### config.mk
export PLATFORM = sky130hd
export DESIGN_NAME = cif_irq_regs
export DESIGN_NICKNAME = d
export VERILOG_FILES = /design/src/shared/cif_pkg.sv /design/src/shared/cif_flag_if.sv /design/src/design/cif_flag_cells.sv /design/src/design/cif_irq_regs.sv
export VERILOG_INCLUDE_DIRS = /design/src /design/src/shared
export SDC_FILE = /design/constraint.sdc
export NUM_CORES = 1
export LEC_CHECK = 0
export ABC_CLOCK_PERIOD_IN_PS = 1350
export BUFFER_PORTS_ARGS = -buffer_cell sky130_fd_sc_hd__buf_2
export CAP_MARGIN = 5
export CORE_MARGIN = 4
export CORE_UTILIZATION = 50
export DETAILED_ROUTE_END_ITERATION = 7
export HOLD_SLACK_MARGIN = 0.03
export PLACE_DENSITY_LB_ADDON = 0.25
export SKIP_LAST_GASP = 1
export SLEW_MARGIN = 0
export SYNTH_ARGS = -nofsm -noshare
export SYNTH_HDL_FRONTEND = slang
export SYNTH_HIERARCHICAL = 1
export SYNTH_SLANG_ARGS = --single-unit
export TNS_END_PERCENT = 1
### constraint.sdc
create_clock -name core_clk -period 1.35 [get_ports core_clk]
set_input_delay 0.0675 -clock core_clk [delete_from_list [all_inputs] [get_ports core_clk]]
set_output_delay 0.0675 -clock core_clk [all_outputs]
set_load 0.02 [all_outputs]
### src/shared/cif_defs.svh
`ifndef CIF_DEFS_SVH
`define CIF_DEFS_SVH
`define CIF_ADDR_ENABLE 8'h2b
`define CIF_ADDR_PENDING 8'h2c
`define CIF_ADDR_ERRFLAGS 8'h2d
`define CIF_RESET_BYTE 8'h00
`define CIF_BIT_MSG_ERR 7
`define CIF_BIT_WAKEUP 6
`define CIF_BIT_ERR_CHG 5
`define CIF_BIT_TX2 4
`define CIF_BIT_TX1 3
`define CIF_BIT_TX0 2
`define CIF_BIT_RX1 1
`define CIF_BIT_RX0 0
`define CIF_NUM_SRC 8
`endif

### src/shared/cif_pkg.sv
package cif_pkg;
  typedef logic [7:0] cif_byte_t;
  typedef logic [7:0] cif_addr_t;
endpackage : cif_pkg

### src/shared/cif_flag_if.sv
`timescale 1ns/1ps
`default_nettype none
// carries per-source flag state between the register block and the flag cells
interface cif_flag_if;
  logic [7:0] event_set;
  logic [7:0] host_clear;
  logic [7:0] pending;
  modport regs (output event_set, output host_clear, input pending);
  modport cells (input event_set, input host_clear, output pending);
endinterface : cif_flag_if
`default_nettype wire

### src/design/cif_flag_cells.sv
`timescale 1ns/1ps
`default_nettype none
`include "cif_defs.svh"
module cif_flag_cells
(
  // clock and reset
  input wire logic core_clk,
  input wire logic srst,
  // flag traffic
  cif_flag_if.cells flags
);
  logic [7:0] pend_q;
  logic [7:0] pend_d;

  // sticky flags; a set in the clear cycle wins so no event is lost
  genvar i;
  generate
    for (i = 0; i < `CIF_NUM_SRC; i++)
    begin : g_cell
      always_comb
      begin
        pend_d[i] = flags.event_set[i] | (pend_q[i] & ~flags.host_clear[i]);
      end
    end
  endgenerate

  // register only
  always_ff @(posedge core_clk)
  begin
    if (srst)
      pend_q <= `CIF_RESET_BYTE;
    else
      pend_q <= pend_d;
  end

  assign flags.pending = pend_q;
endmodule : cif_flag_cells
`default_nettype wire

### src/design/cif_irq_regs.sv
`timescale 1ns/1ps
`default_nettype none
`include "cif_defs.svh"
module cif_irq_regs
(
  // clock and reset
  input wire logic core_clk,
  input wire logic srst,
  // register access from the serial host port decoder
  input wire cif_pkg::cif_addr_t reg_addr,
  input wire logic reg_wr,
  input wire cif_pkg::cif_byte_t reg_wdata,
  input wire logic reg_rd,
  output var cif_pkg::cif_byte_t reg_rdata,
  // source events, one-cycle pulses from controller logic
  input wire logic msg_error_evt,
  input wire logic wakeup_evt,
  input wire logic rx_buf0_loaded,
  input wire logic rx_buf1_loaded,
  input wire logic tx_buf0_empty_evt,
  input wire logic tx_buf1_empty_evt,
  input wire logic tx_buf2_empty_evt,
  // error flag register contents, same clock
  input wire cif_pkg::cif_byte_t error_flags,
  // interrupt output, active low like the pin
  output var logic irq_n
);
  import cif_pkg::*;

  cif_flag_if flags ();

  cif_flag_cells u_cells
  (
    .core_clk(core_clk),
    .srst(srst),
    .flags(flags)
  );

  cif_byte_t interrupt_enable_q;
  cif_byte_t interrupt_enable_d;
  cif_byte_t err_prev_q;
  cif_byte_t err_prev_d;
  cif_byte_t rdata_q;
  cif_byte_t rdata_d;
  logic irq_n_q;
  logic irq_n_d;
  logic err_seen_q;
  logic err_seen_d;
  logic [7:0] raw_evt;

  // ------------------------------------------------------------
  // event gathering
  // ------------------------------------------------------------
  // error change compares against last cycle; first cycle after reset
  // only captures, so a non-zero power-up value raises no false event
  always_comb
  begin
    raw_evt = `CIF_RESET_BYTE;
    raw_evt[`CIF_BIT_MSG_ERR] = msg_error_evt;
    raw_evt[`CIF_BIT_WAKEUP] = wakeup_evt;
    raw_evt[`CIF_BIT_ERR_CHG] = err_seen_q & (error_flags != err_prev_q);
    raw_evt[`CIF_BIT_TX2] = tx_buf2_empty_evt;
    raw_evt[`CIF_BIT_TX1] = tx_buf1_empty_evt;
    raw_evt[`CIF_BIT_TX0] = tx_buf0_empty_evt;
    raw_evt[`CIF_BIT_RX1] = rx_buf1_loaded;
    raw_evt[`CIF_BIT_RX0] = rx_buf0_loaded;
    err_prev_d = error_flags;
    err_seen_d = 1'b1;
  end

  // flags latch regardless of enable; the enable gates the output only
  // so software can still poll disabled sources
  assign flags.event_set = raw_evt;
  assign flags.host_clear = (reg_wr && reg_addr == `CIF_ADDR_PENDING) ?
                            ~reg_wdata : `CIF_RESET_BYTE;

  // ------------------------------------------------------------
  // register writes, reads and interrupt output
  // ------------------------------------------------------------
  always_comb
  begin
    interrupt_enable_d = interrupt_enable_q;
    if (reg_wr && reg_addr == `CIF_ADDR_ENABLE)
      interrupt_enable_d = reg_wdata;
    rdata_d = rdata_q;
    if (reg_rd)
    begin
      unique case (reg_addr)
        `CIF_ADDR_ENABLE: rdata_d = interrupt_enable_q;
        `CIF_ADDR_PENDING: rdata_d = flags.pending;
        `CIF_ADDR_ERRFLAGS: rdata_d = error_flags;
        default: rdata_d = `CIF_RESET_BYTE; // unmapped here reads zero
      endcase
    end
    irq_n_d = ~|(flags.pending & interrupt_enable_q);
  end

  always_ff @(posedge core_clk)
  begin
    if (srst)
    begin
      interrupt_enable_q <= `CIF_RESET_BYTE;
      err_prev_q <= `CIF_RESET_BYTE;
      err_seen_q <= 1'b0;
      rdata_q <= `CIF_RESET_BYTE;
      irq_n_q <= 1'b1;
    end
    else
    begin
      interrupt_enable_q <= interrupt_enable_d;
      err_prev_q <= err_prev_d;
      err_seen_q <= err_seen_d;
      rdata_q <= rdata_d;
      irq_n_q <= irq_n_d;
    end
  end

  assign reg_rdata = rdata_q;
  assign irq_n = irq_n_q;
endmodule : cif_irq_regs
`default_nettype wire

==> impl_results.md, run 1 <==
* Synthesized flop and latch total at 34
* CTS H-tree lvls at 2
* Total GRT Usage at 0.199
* Kind of critical path: in2reg
* WP data required at 1.58 ns
* Worst R2R Start: err_prev_q[6]
* R2R Path End: u_cells/flags.pending[5]
* Register area share after synthesis at 0.417
* Root Driver: clkbuf_4
* Cells after Synth at 164
* Routed vias at 1394
* # Max-Cap Violations at 0
* Num CTS Buffers at 5
* Post-synthesis cell type count at 28
* Clock period minus final worst setup slack at 1.22 ns
* Setup TNS at 0 ns
* Fin. Hold Viols at 0
* Clock Pin Slew Worst Setup and Hold Paths at 0.10 ns
* Top routing layer in use: met4
* GP Congestion at 0.768
* Max VDD drop at 0.603 mV
* Synthesized net count at 199
* Sinks on the clock net at 34
* Clk_skew at 0.00692 ns
* Design area at 2170 um2
* # IOs at 44
* Synth cell count leaders: 34 x dfxtp_1, 16 x inv_1, 16 x nand2_1
* Antenna viol nets, final at 0
* Vias per cell at 5.01
* Most frequent cell after synthesis: dfxtp_1
* # setup viols final at 0
* Die ar. at 4240 um2
* Routed length on met1 at 1.60 mm
* Design Power at 1.92 mW
* Startpoint types: input port
* RSZ-0062 raised after global routing: false
* Pin count of the biggest net entering global routing at 26
* Fill cells at 279
* R2R depth at 5
* Placed cell area at 1870 um2
* Yosys warnings at 6
* End point of the critical path: u_cells/flags.pending[5]
* Met3 Wirelength at 204 um
* DR pass1 iterations at 4
* Largest area contributor in the netlist: dfxtp_1
* Vias in the first global route at 1392
* Critical path capture point type: flop
* DRC at 0
* Met2 wire len at 1.96 mm
* Synthesized area at 1630 um2
* CP Max Fanout at 3
* Worst-Margin Slew at 0.508 ns
* Slew Limit Fails at 0
* Worst endpoint data arrival time at 1.45 ns
* Row count at 20
* Die Y at 65.1 um
* 1st-iter DRT viols at 84
* Final WS setup at 0.131 ns
* Worst R2R Setup Slack at 0.24 ns
* CTS tree: yes
* Diodes inserted at 0
* Hold Crit Class: in2reg
* Initial antenna violation count at 0
* Dominant synthesized flop cell: dfxtp_1
* Dpl ws at 0.0765 ns
* Number of port buffers at 43
* Core Box Area at 3080 um2
* Mean Syn Cell Area at 9.95 um2
* Crit share post-route at 0.903
* Fmax at 0.820 GHz
* Initial Utilization at 0.530
* Max Root-Sink Buffers at 2
* Nets at 268
* Routed len/inst at 13.7 um
* Share of cells above drive strength 1 at 0.346
* Async SR Flop Fraction at 0
* PwrDens at 887 nW/um2
* Worst skew pair latency at 0.33 ns
* Total wire length at 3.81 mm
* P&R area growth vs syn at 32.8%
* Rel. slew slack at 0.661
* Status: complete, no violations
* Detail Placement HPWL at 2.82 mm
* Yosys top cell area share at 0.417
* Die W at 65.1 um
* Number of synthesized flops with an enable pin at 0
* Worst Setup SP: error_flags[6]
* Leakage Power at 0.890 nW
* First-pass GRT wire length at 6.38 mm
* Top cells by area, synth: dfxtp_1 42%, nand2b_4 6.7%, a22oi_1 5.5%, mux2_2 5.5%, mux2i_1 4.9%
* GRT overflow at 0
## repair_timing
item | CTS | global route
hold buffers | 23 | 0
endpoints found under the setup margin | 0 | 1
hold endpoints to repair | 23 | 0
buffers inserted | 0 | 0
gates resized for setup | 0 | 1
## logic make-up after synthesis
| family | Yosys count | share of synthesized area |
|---|---|---|
| mux | 16 | 0.104 |
| buf+inv | 26 | 0.0813 |
| simple gates | 50 | 0.202 |
| flops | 34 | 0.417 |
| compound gates | 30 | 0.152 |
| xor+xnor | 8 | 0.0429 |
## sequential cells by signal, indices dropped and copies added, names as in the netlist
register and cells:
err_prev_q 8, irq_n 1, u_cells/flags.pending 8, interrupt_enable_q 8, err_seen_q 1, reg_rdata 8
## layout make-up
class / instances / area [um2] / area share
inverter: 17 / 63.8 / 0.0294
clock buffer: 7 / 55.1 / 0.0254
tap: 44 / 55.1 / 0.0254
clock inverter: 1 / 5.00 / 0.00231
multi-input combinational: 104 / 825 / 0.380
timing repair buffer: 71 / 483 / 0.223
sequential: 34 / 681 / 0.314
## critical path, stage by stage
cell and delay [ns]:
dlygate4sd3_1 0.53, buf_2 0.14, xor2_1 0.18, nor4_2 0.29
a21boi_0 0.12, inv_1 0.08, a21oi_2 0.04
## how the worst min path moves through the flow
stage | startpoint | end | slack, ns | cells past startpoint
floorplan | error_flags[0] | err_prev_q[0] | 0.20 | 1
global placement | tx_buf2_empty_evt | u_cells/flags.pending[4] | 0.30 | 3
detailed placement | tx_buf2_empty_evt | u_cells/flags.pending[4] | 0.31 | 3
CTS | reg_rd | reg_rdata[7] | 0.05 | 2
global route | reg_rd | reg_rdata[4] | 0.07 | 2
finish | reg_rd | reg_rdata[2] | 0.06 | 2
## layer usage
layer / track usage / vias up
li1: - / 701
met1: 0.230 / 645
met5: 0 / -
met2: 0.356 / 43
met3: 0.0427 / 5
met4: 0.0777 / 0
## report_power, final
| group | internal (mW) | total, mW | leakage (nW) | switching [mW] |
|---|---|---|---|---|
| registers | 1.03 | 1.07 | 0.279 | 0.0304 |
| clock network | 0.252 | 0.576 | 0.0353 | 0.324 |
| logic | 0.161 | 0.281 | 0.576 | 0.120 |
## per-stage QoR
stage	instances	util	hold WS [ns]
after global placement	247	0.608	0.302
after detailed placement	247	0.608	0.308
after floorplan	164	-	0.196
after CTS	278	0.702	0.0539
after global routing	278	0.704	0.0659
final	278	0.704	0.0649
## cells in the final DEF (no fill, tap or decap), types with 5 or more instances in the layout
master and instances:
nor2_1 8, clkbuf_4 5, dfxtp_1 34, nand2b_4 8
mux2i_1 8, inv_1 16, buf_4 5, dlygate4sd3_1 23
nor2b_1 9, buf_2 43, mux2_2 8, a22oi_1 12
o32ai_1 8, a21oi_2 8, nand2_1 16, xor2_1 8
Note: power is estimated with default switching activity, not from simulation.
==> run 2, diff against run 1 <==
--- a/config.mk
+++ b/config.mk
@@ -14,6 +14,7 @@
 export DETAILED_ROUTE_END_ITERATION = 7
 export HOLD_SLACK_MARGIN = 0.03
 export PLACE_DENSITY_LB_ADDON = 0.25
+export RECOVER_POWER = 100
 export SKIP_LAST_GASP = 1
 export SLEW_MARGIN = 0
 export SYNTH_ARGS = -nofsm -noshare
==> impl_results.md, run 2 (same netlist as run 1, synthesis figures left out) <==
* Status: complete, no violations
* Pin count of the biggest net entering global routing at 26 (unchanged)
* Root Driver: clkbuf_4
* R2R depth at 5 (unchanged)
* CP Max Fanout at 3 (unchanged)
* Fin util at 0.680 (-0.0244)
* Cells after DPL at 247 (unchanged)
* Total GRT Usage at 0.199 (unchanged)
* First-pass GRT wire length at 6.38 mm (unchanged)
* PwrDens at 909 nW/um2 (+2.5%)
* Initial antenna violation count at 0 (unchanged)
* Num CTS Buffers at 5 (unchanged)
* CP Cell Sequence: dlygate4sd3_1 > buf_2 > xor2_1 > nor4_2 > a21boi_0 > inv_1 > a21oi_2
* Leakage Power at 0.820 nW (-7.9%)
* R2R Path End: u_cells/flags.pending[5]
* Worst R2R Setup Slack at 0.24 ns (about the same)
* Max Root-Sink Buffers at 2 (unchanged)
* Top delay family on crit path: buffers and inverters
* Nets at 268 (unchanged)
* Initial Utilization at 0.530 (unchanged)
* CTS H-tree lvls at 2 (unchanged)
* Multi-input gate area at 777 um2 (-5.8%)
* Die ar. at 4240 um2 (unchanged)
* DRC at 0 (unchanged)
* DR pass1 iterations at 4 (unchanged)
* Diodes inserted at 0 (unchanged)
* 1st-iter DRT viols at 91 (+8.3%)
* # setup viols final at 0 (unchanged)
* Worst endpoint data arrival time at 1.45 ns (about the same)
* RSZ-0062 raised after global routing: false
* Vias in the first global route at 1392 (unchanged)
* Detail Placement HPWL at 2.82 mm (unchanged)
* Row count at 20 (unchanged)
* Vias per cell at 5.03 (+0.36%)
* Core Box Area at 3080 um2 (unchanged)
* Kind of critical path: in2reg
* Crit share post-route at 0.905 (+0.00229)
* Commonest non-fill, non-tap cell in the layout: dfxtp_1
* Slowest cell on the critical path: dlygate4sd3_1
* Most frequent cells in the layout: 34 x dfxtp_1, 27 x buf_2, 23 x dlygate4sd3_1
* Fill cells at 296 (+6.1%)
* Hold path depth at 2 (unchanged)
* WP data required at 1.58 ns (about the same)
* Routed vias at 1399 (+0.36%)
* Routed len/inst at 13.8 um (+0.87%)
* Number of port buffers at 43 (unchanged)
* Crit-path max cell delay at 0.53 ns (about the same)
* Rel. slew slack at 0.651 (-0.00991)
* GRT overflow at 0 (unchanged)
* Critical path capture point type: flop
* CTS tree: yes
* Hold Crit Class: in2reg
* Worst R2R Start: err_prev_q[6]
* Setup TNS at 0 ns (unchanged)
* Worst-Margin Slew at 0.523 ns (+0.0148 ns)
* Final WS setup at 0.128 ns (-0.00309 ns)
* Clock Pin Slew Worst Setup and Hold Paths at 0.10 ns (about the same)
* Die Y at 65.1 um (unchanged)
* Die W at 65.1 um (unchanged)
* Hold Startpoint: reg_rd
* Slew Limit Fails at 0 (unchanged)
* P&R area growth vs syn at 28.2%
* Clock period minus final worst setup slack at 1.22 ns (+0.00309 ns)
* GP Congestion at 0.768 (unchanged)
* Final Non-Filler Cells at 278 (unchanged)
* Share of cells above drive strength 1 at 0.239 (-0.107)
* Fmax at 0.818 GHz (-0.25%)
* Sinks on the clock net at 34 (unchanged)
* Worst skew pair latency at 0.33 ns (about the same)
* Buf/Inv on CP at 3 (unchanged)
* Clk_skew at 0.00734 ns (+0.000423 ns)
* Total wire length at 3.85 mm (+0.87%)
* Hold Path End: reg_rdata[2]
* Register area at 681 um2 (unchanged)
* # Max-Cap Violations at 0 (unchanged)
* Startpoint types: input port
* Dpl ws at 0.0765 ns (unchanged)
* Post-CTS setup buffer count at 0 (unchanged)
* Fin. Hold Viols at 0 (unchanged)
* # IOs at 44 (unchanged)
* Antenna viol nets, final at 0 (unchanged)
* Max VDD drop at 0.598 mV (-0.73%)
run 2: cell type report:
class,count,share of cell area
clock inverter,1,0.00239
inverter,17,0.0305
multi-input combinational,104,0.371
tap,44,0.0263
sequential,34,0.325
clock buffer,7,0.0263
timing repair buffer,71,0.218
run 2: report_power, final:
part	leakage, nW	internal, mW	total [mW]	switching, mW
combinational	0.506	0.148	0.269	0.120
sequential	0.279	1.03	1.06	0.0250
clock	0.0353	0.252	0.574	0.322
total	0.820	1.44	1.90	0.467
run 2: timing repair:
action                                  CTS  global route
gates resized for setup                   0             1
endpoints found under the setup margin    0             1
hold buffers                             23             0
endpoints found under the hold margin    23             0
run 2: worst max path at each step:
stage	start	end	slack (ns)	cells after the start
after floorplan	reg_addr[4]	u_cells/flags.pending[3]	0.24	5
after global placement	reg_addr[4]	u_cells/flags.pending[0]	0.08	7
after detailed placement	reg_addr[4]	u_cells/flags.pending[4]	0.08	7
after CTS	error_flags[6]	u_cells/flags.pending[5]	0.10	7
after global routing	error_flags[6]	u_cells/flags.pending[5]	0.03	7
final	error_flags[6]	u_cells/flags.pending[5]	0.13	7
run 2: routing by layer:
layer | GRT usage | wire, um
met1 | 0.230 | 1600
met2 | 0.356 | 1960
met3 | 0.0427 | 240
met4 | 0.0777 | 45
met5 | 0 | 0
run 2: stage by stage:
step	hold slack, ns	total power [mW]	instance area (um2)
after floorplan	0.196	1.23	1630
after global placement	0.302	1.30	1870
after detailed placement	0.308	1.32	1870
after CTS	0.0539	1.93	2160
after global routing	0.0659	2.00	2090
final	0.0648	1.90	2090
==> run 3, diff against run 2 <==
--- a/config.mk
+++ b/config.mk
@@ -7,7 +7,7 @@
 export NUM_CORES = 1
 export LEC_CHECK = 0
 export ABC_CLOCK_PERIOD_IN_PS = 1350
-export BUFFER_PORTS_ARGS = -buffer_cell sky130_fd_sc_hd__buf_2
+export BUFFER_PORTS_ARGS = -buffer_cell sky130_fd_sc_hd__buf_4
 export CAP_MARGIN = 5
 export CORE_MARGIN = 4
 export CORE_UTILIZATION = 50
@@ -15,6 +15,7 @@
 export HOLD_SLACK_MARGIN = 0.03
 export PLACE_DENSITY_LB_ADDON = 0.25
 export RECOVER_POWER = 100
+export SETUP_SLACK_MARGIN = 0.2
 export SKIP_LAST_GASP = 1
 export SLEW_MARGIN = 0
 export SYNTH_ARGS = -nofsm -noshare
==> impl_results.md, run 3 (same netlist as run 1, synthesis figures left out) <==
* 1st-iter DRT viols at 54 (-41%)
* Vias per cell at 5.01 (-0.50%)
* Root Driver: clkbuf_4
* CTS tree: yes
* PwrDens at 889 nW/um2 (-2.2%)
* Cells after DPL at 246 (-0.40%)
* Fill cells at 285 (-3.7%)
* Num CTS Buffers at 5 (unchanged)
* Worst skew pair latency at 0.33 ns (about the same)
* Sinks on the clock net at 34 (unchanged)
* Final WS setup at 0.192 ns (+0.0642 ns)
* Fin. Hold Viols at 0 (unchanged)
* CTS H-tree lvls at 2 (unchanged)
* Vias in the first global route at 1418 (+1.9%)
* Row count at 20 (unchanged)
* Clock Pin Slew Worst Setup and Hold Paths at 0.10 ns (about the same)
* Fin util at 0.702 (+0.0228)
* Die W at 65.1 um (unchanged)
* Antenna viol nets, final at 0 (unchanged)
* Hold Crit Class: in2reg
* Max Root-Sink Buffers at 2 (unchanged)
* Kind of critical path: in2reg
* Critical path capture point type: flop
* Routed len/inst at 14.4 um (+4.4%)
* Routed vias at 1397 (-0.14%)
* # Max-Cap Violations at 0 (unchanged)
* Worst R2R Setup Slack at 0.24 ns (about the same)
* DR pass1 iterations at 4 (unchanged)
* Detail Placement HPWL at 2.82 mm (-0.23%)
* Nets at 269 (+0.37%)
* Die ar. at 4240 um2 (unchanged)
* # IOs at 44 (unchanged)
* Multi-input gate area at 773 um2 (-0.48%)
* Status: complete, no violations
* Clk_skew at 0.0116 ns (+0.00429 ns)
* RSZ-0062 raised after global routing: true
* Diodes inserted at 0 (unchanged)
* Worst endpoint data arrival time at 1.37 ns (-0.08 ns)
* GP Congestion at 0.766 (-0.21%)
* Crit-path max cell delay at 0.54 ns (about the same)
* Slew Limit Fails at 0 (unchanged)
* Dpl ws at 0.0492 ns (-0.0274 ns)
* Total wire length at 4.03 mm (+4.8%)
* Commonest non-fill, non-tap cell in the layout: dfxtp_1
* Share of cells above drive strength 1 at 0.230 (-0.00953)
* First-pass GRT wire length at 6.58 mm (+3.0%)
* Final Non-Filler Cells at 279 (+0.36%)
* P&R area growth vs syn at 32.5%
* Crit share post-route at 0.858 (-0.0475)
* Initial antenna violation count at 0 (unchanged)
* Number of port buffers at 43 (unchanged)
* Clock period minus final worst setup slack at 1.16 ns (-0.0642 ns)
* Max VDD drop at 0.598 mV (about the same)
* Worst-Margin Slew at 0.686 ns (+0.163 ns)
* WHS at 0.206 ns (+0.141 ns)
* Total GRT Usage at 0.205 (+0.00595)
* Die Y at 65.1 um (unchanged)
* CP Cell Sequence: dlygate4sd3_1 > clkbuf_1 > xor2_1 > nor4_1 > a21boi_0 > inv_1 > a21oi_1
* # setup viols final at 0 (unchanged)
* Core Box Area at 3080 um2 (unchanged)
* DRC at 0 (unchanged)
* Top delay family on crit path: buffers and inverters
* Setup TNS at 0 ns (unchanged)
* CP Max Fanout at 3 (unchanged)
* Most frequent cells in the layout: 34 x dfxtp_1, 28 x buf_4, 24 x dlygate4sd3_1
* Fmax at 0.864 GHz (+5.5%)
* Slowest cell on the critical path: dlygate4sd3_1
* Register area at 681 um2 (unchanged)
* Initial Utilization at 0.530 (unchanged)
* GRT overflow at 0 (unchanged)
* WP data required at 1.56 ns (-0.02 ns)
* Rel. slew slack at 0.543 (-0.108)
* Leakage Power at 0.843 nW (+2.8%)
* Startpoint types: input port
* Pin count of the biggest net entering global routing at 26 (unchanged)
* Buf/Inv on CP at 3 (unchanged)
## run 3: timing repair
action	4_1_cts	5_1_grt
gates resized for setup	0	2
hold buffers	24	0
endpoints found under the hold margin	30	0
pin swaps	1	3
setup endpoints to repair	1	4
setup buffers	0	1
## run 3: report_power, final
part	internal, mW	leakage (nW)	switching [mW]
clock	0.252	0.0353	0.316
sequential	1.03	0.279	0.0262
combinational	0.169	0.529	0.124
total	1.46	0.843	0.466
## run 3: final timing paths
path | start | cells after the start | end
worst max-delay path | error_flags[1] | 7 | u_cells/flags.pending[5]
worst min-delay path | srst | 3 | u_cells/flags.pending[0]
worst max register to register | err_prev_q[3] | 5 | u_cells/flags.pending[5]
worst min register to register | reg_rdata[2] | 2 | reg_rdata[2]
## run 3: layout make-up
type / count / area share
well taps: 44 / 0.0255
clock buffers: 7 / 0.0255
inverters: 17 / 0.0295
clock inverters: 1 / 0.00231
flip-flops and latches: 34 / 0.315
repair buffers: 72 / 0.245
multi-input cells: 104 / 0.358
## run 3: metal layers
metal  up-vias  GRT usage  share of wire
met5         -          0              0
met4         0     0.0881          0.022
met3        10     0.0444          0.053
met1       640      0.239           0.41
li1        702          -              -
met2        45      0.360           0.52
## run 3: through the flow
| stage | area (um2) | power [mW] |
|---|---|---|
| floorplan | 1630 | 1.23 |
| global placement | 1970 | 1.33 |
| detailed placement | 1970 | 1.34 |
| CTS | 2270 | 1.96 |
| global route | 2160 | 2.02 |
| finish | 2160 | 1.92 |
## run 3: worst register-to-register path, stage by stage (launching register included)
cell      delay, ns
dfxtp_1        0.32
xor2_1         0.14
nor4_2         0.30
a21boi_0       0.12
inv_1          0.07
a21oi_1        0.05
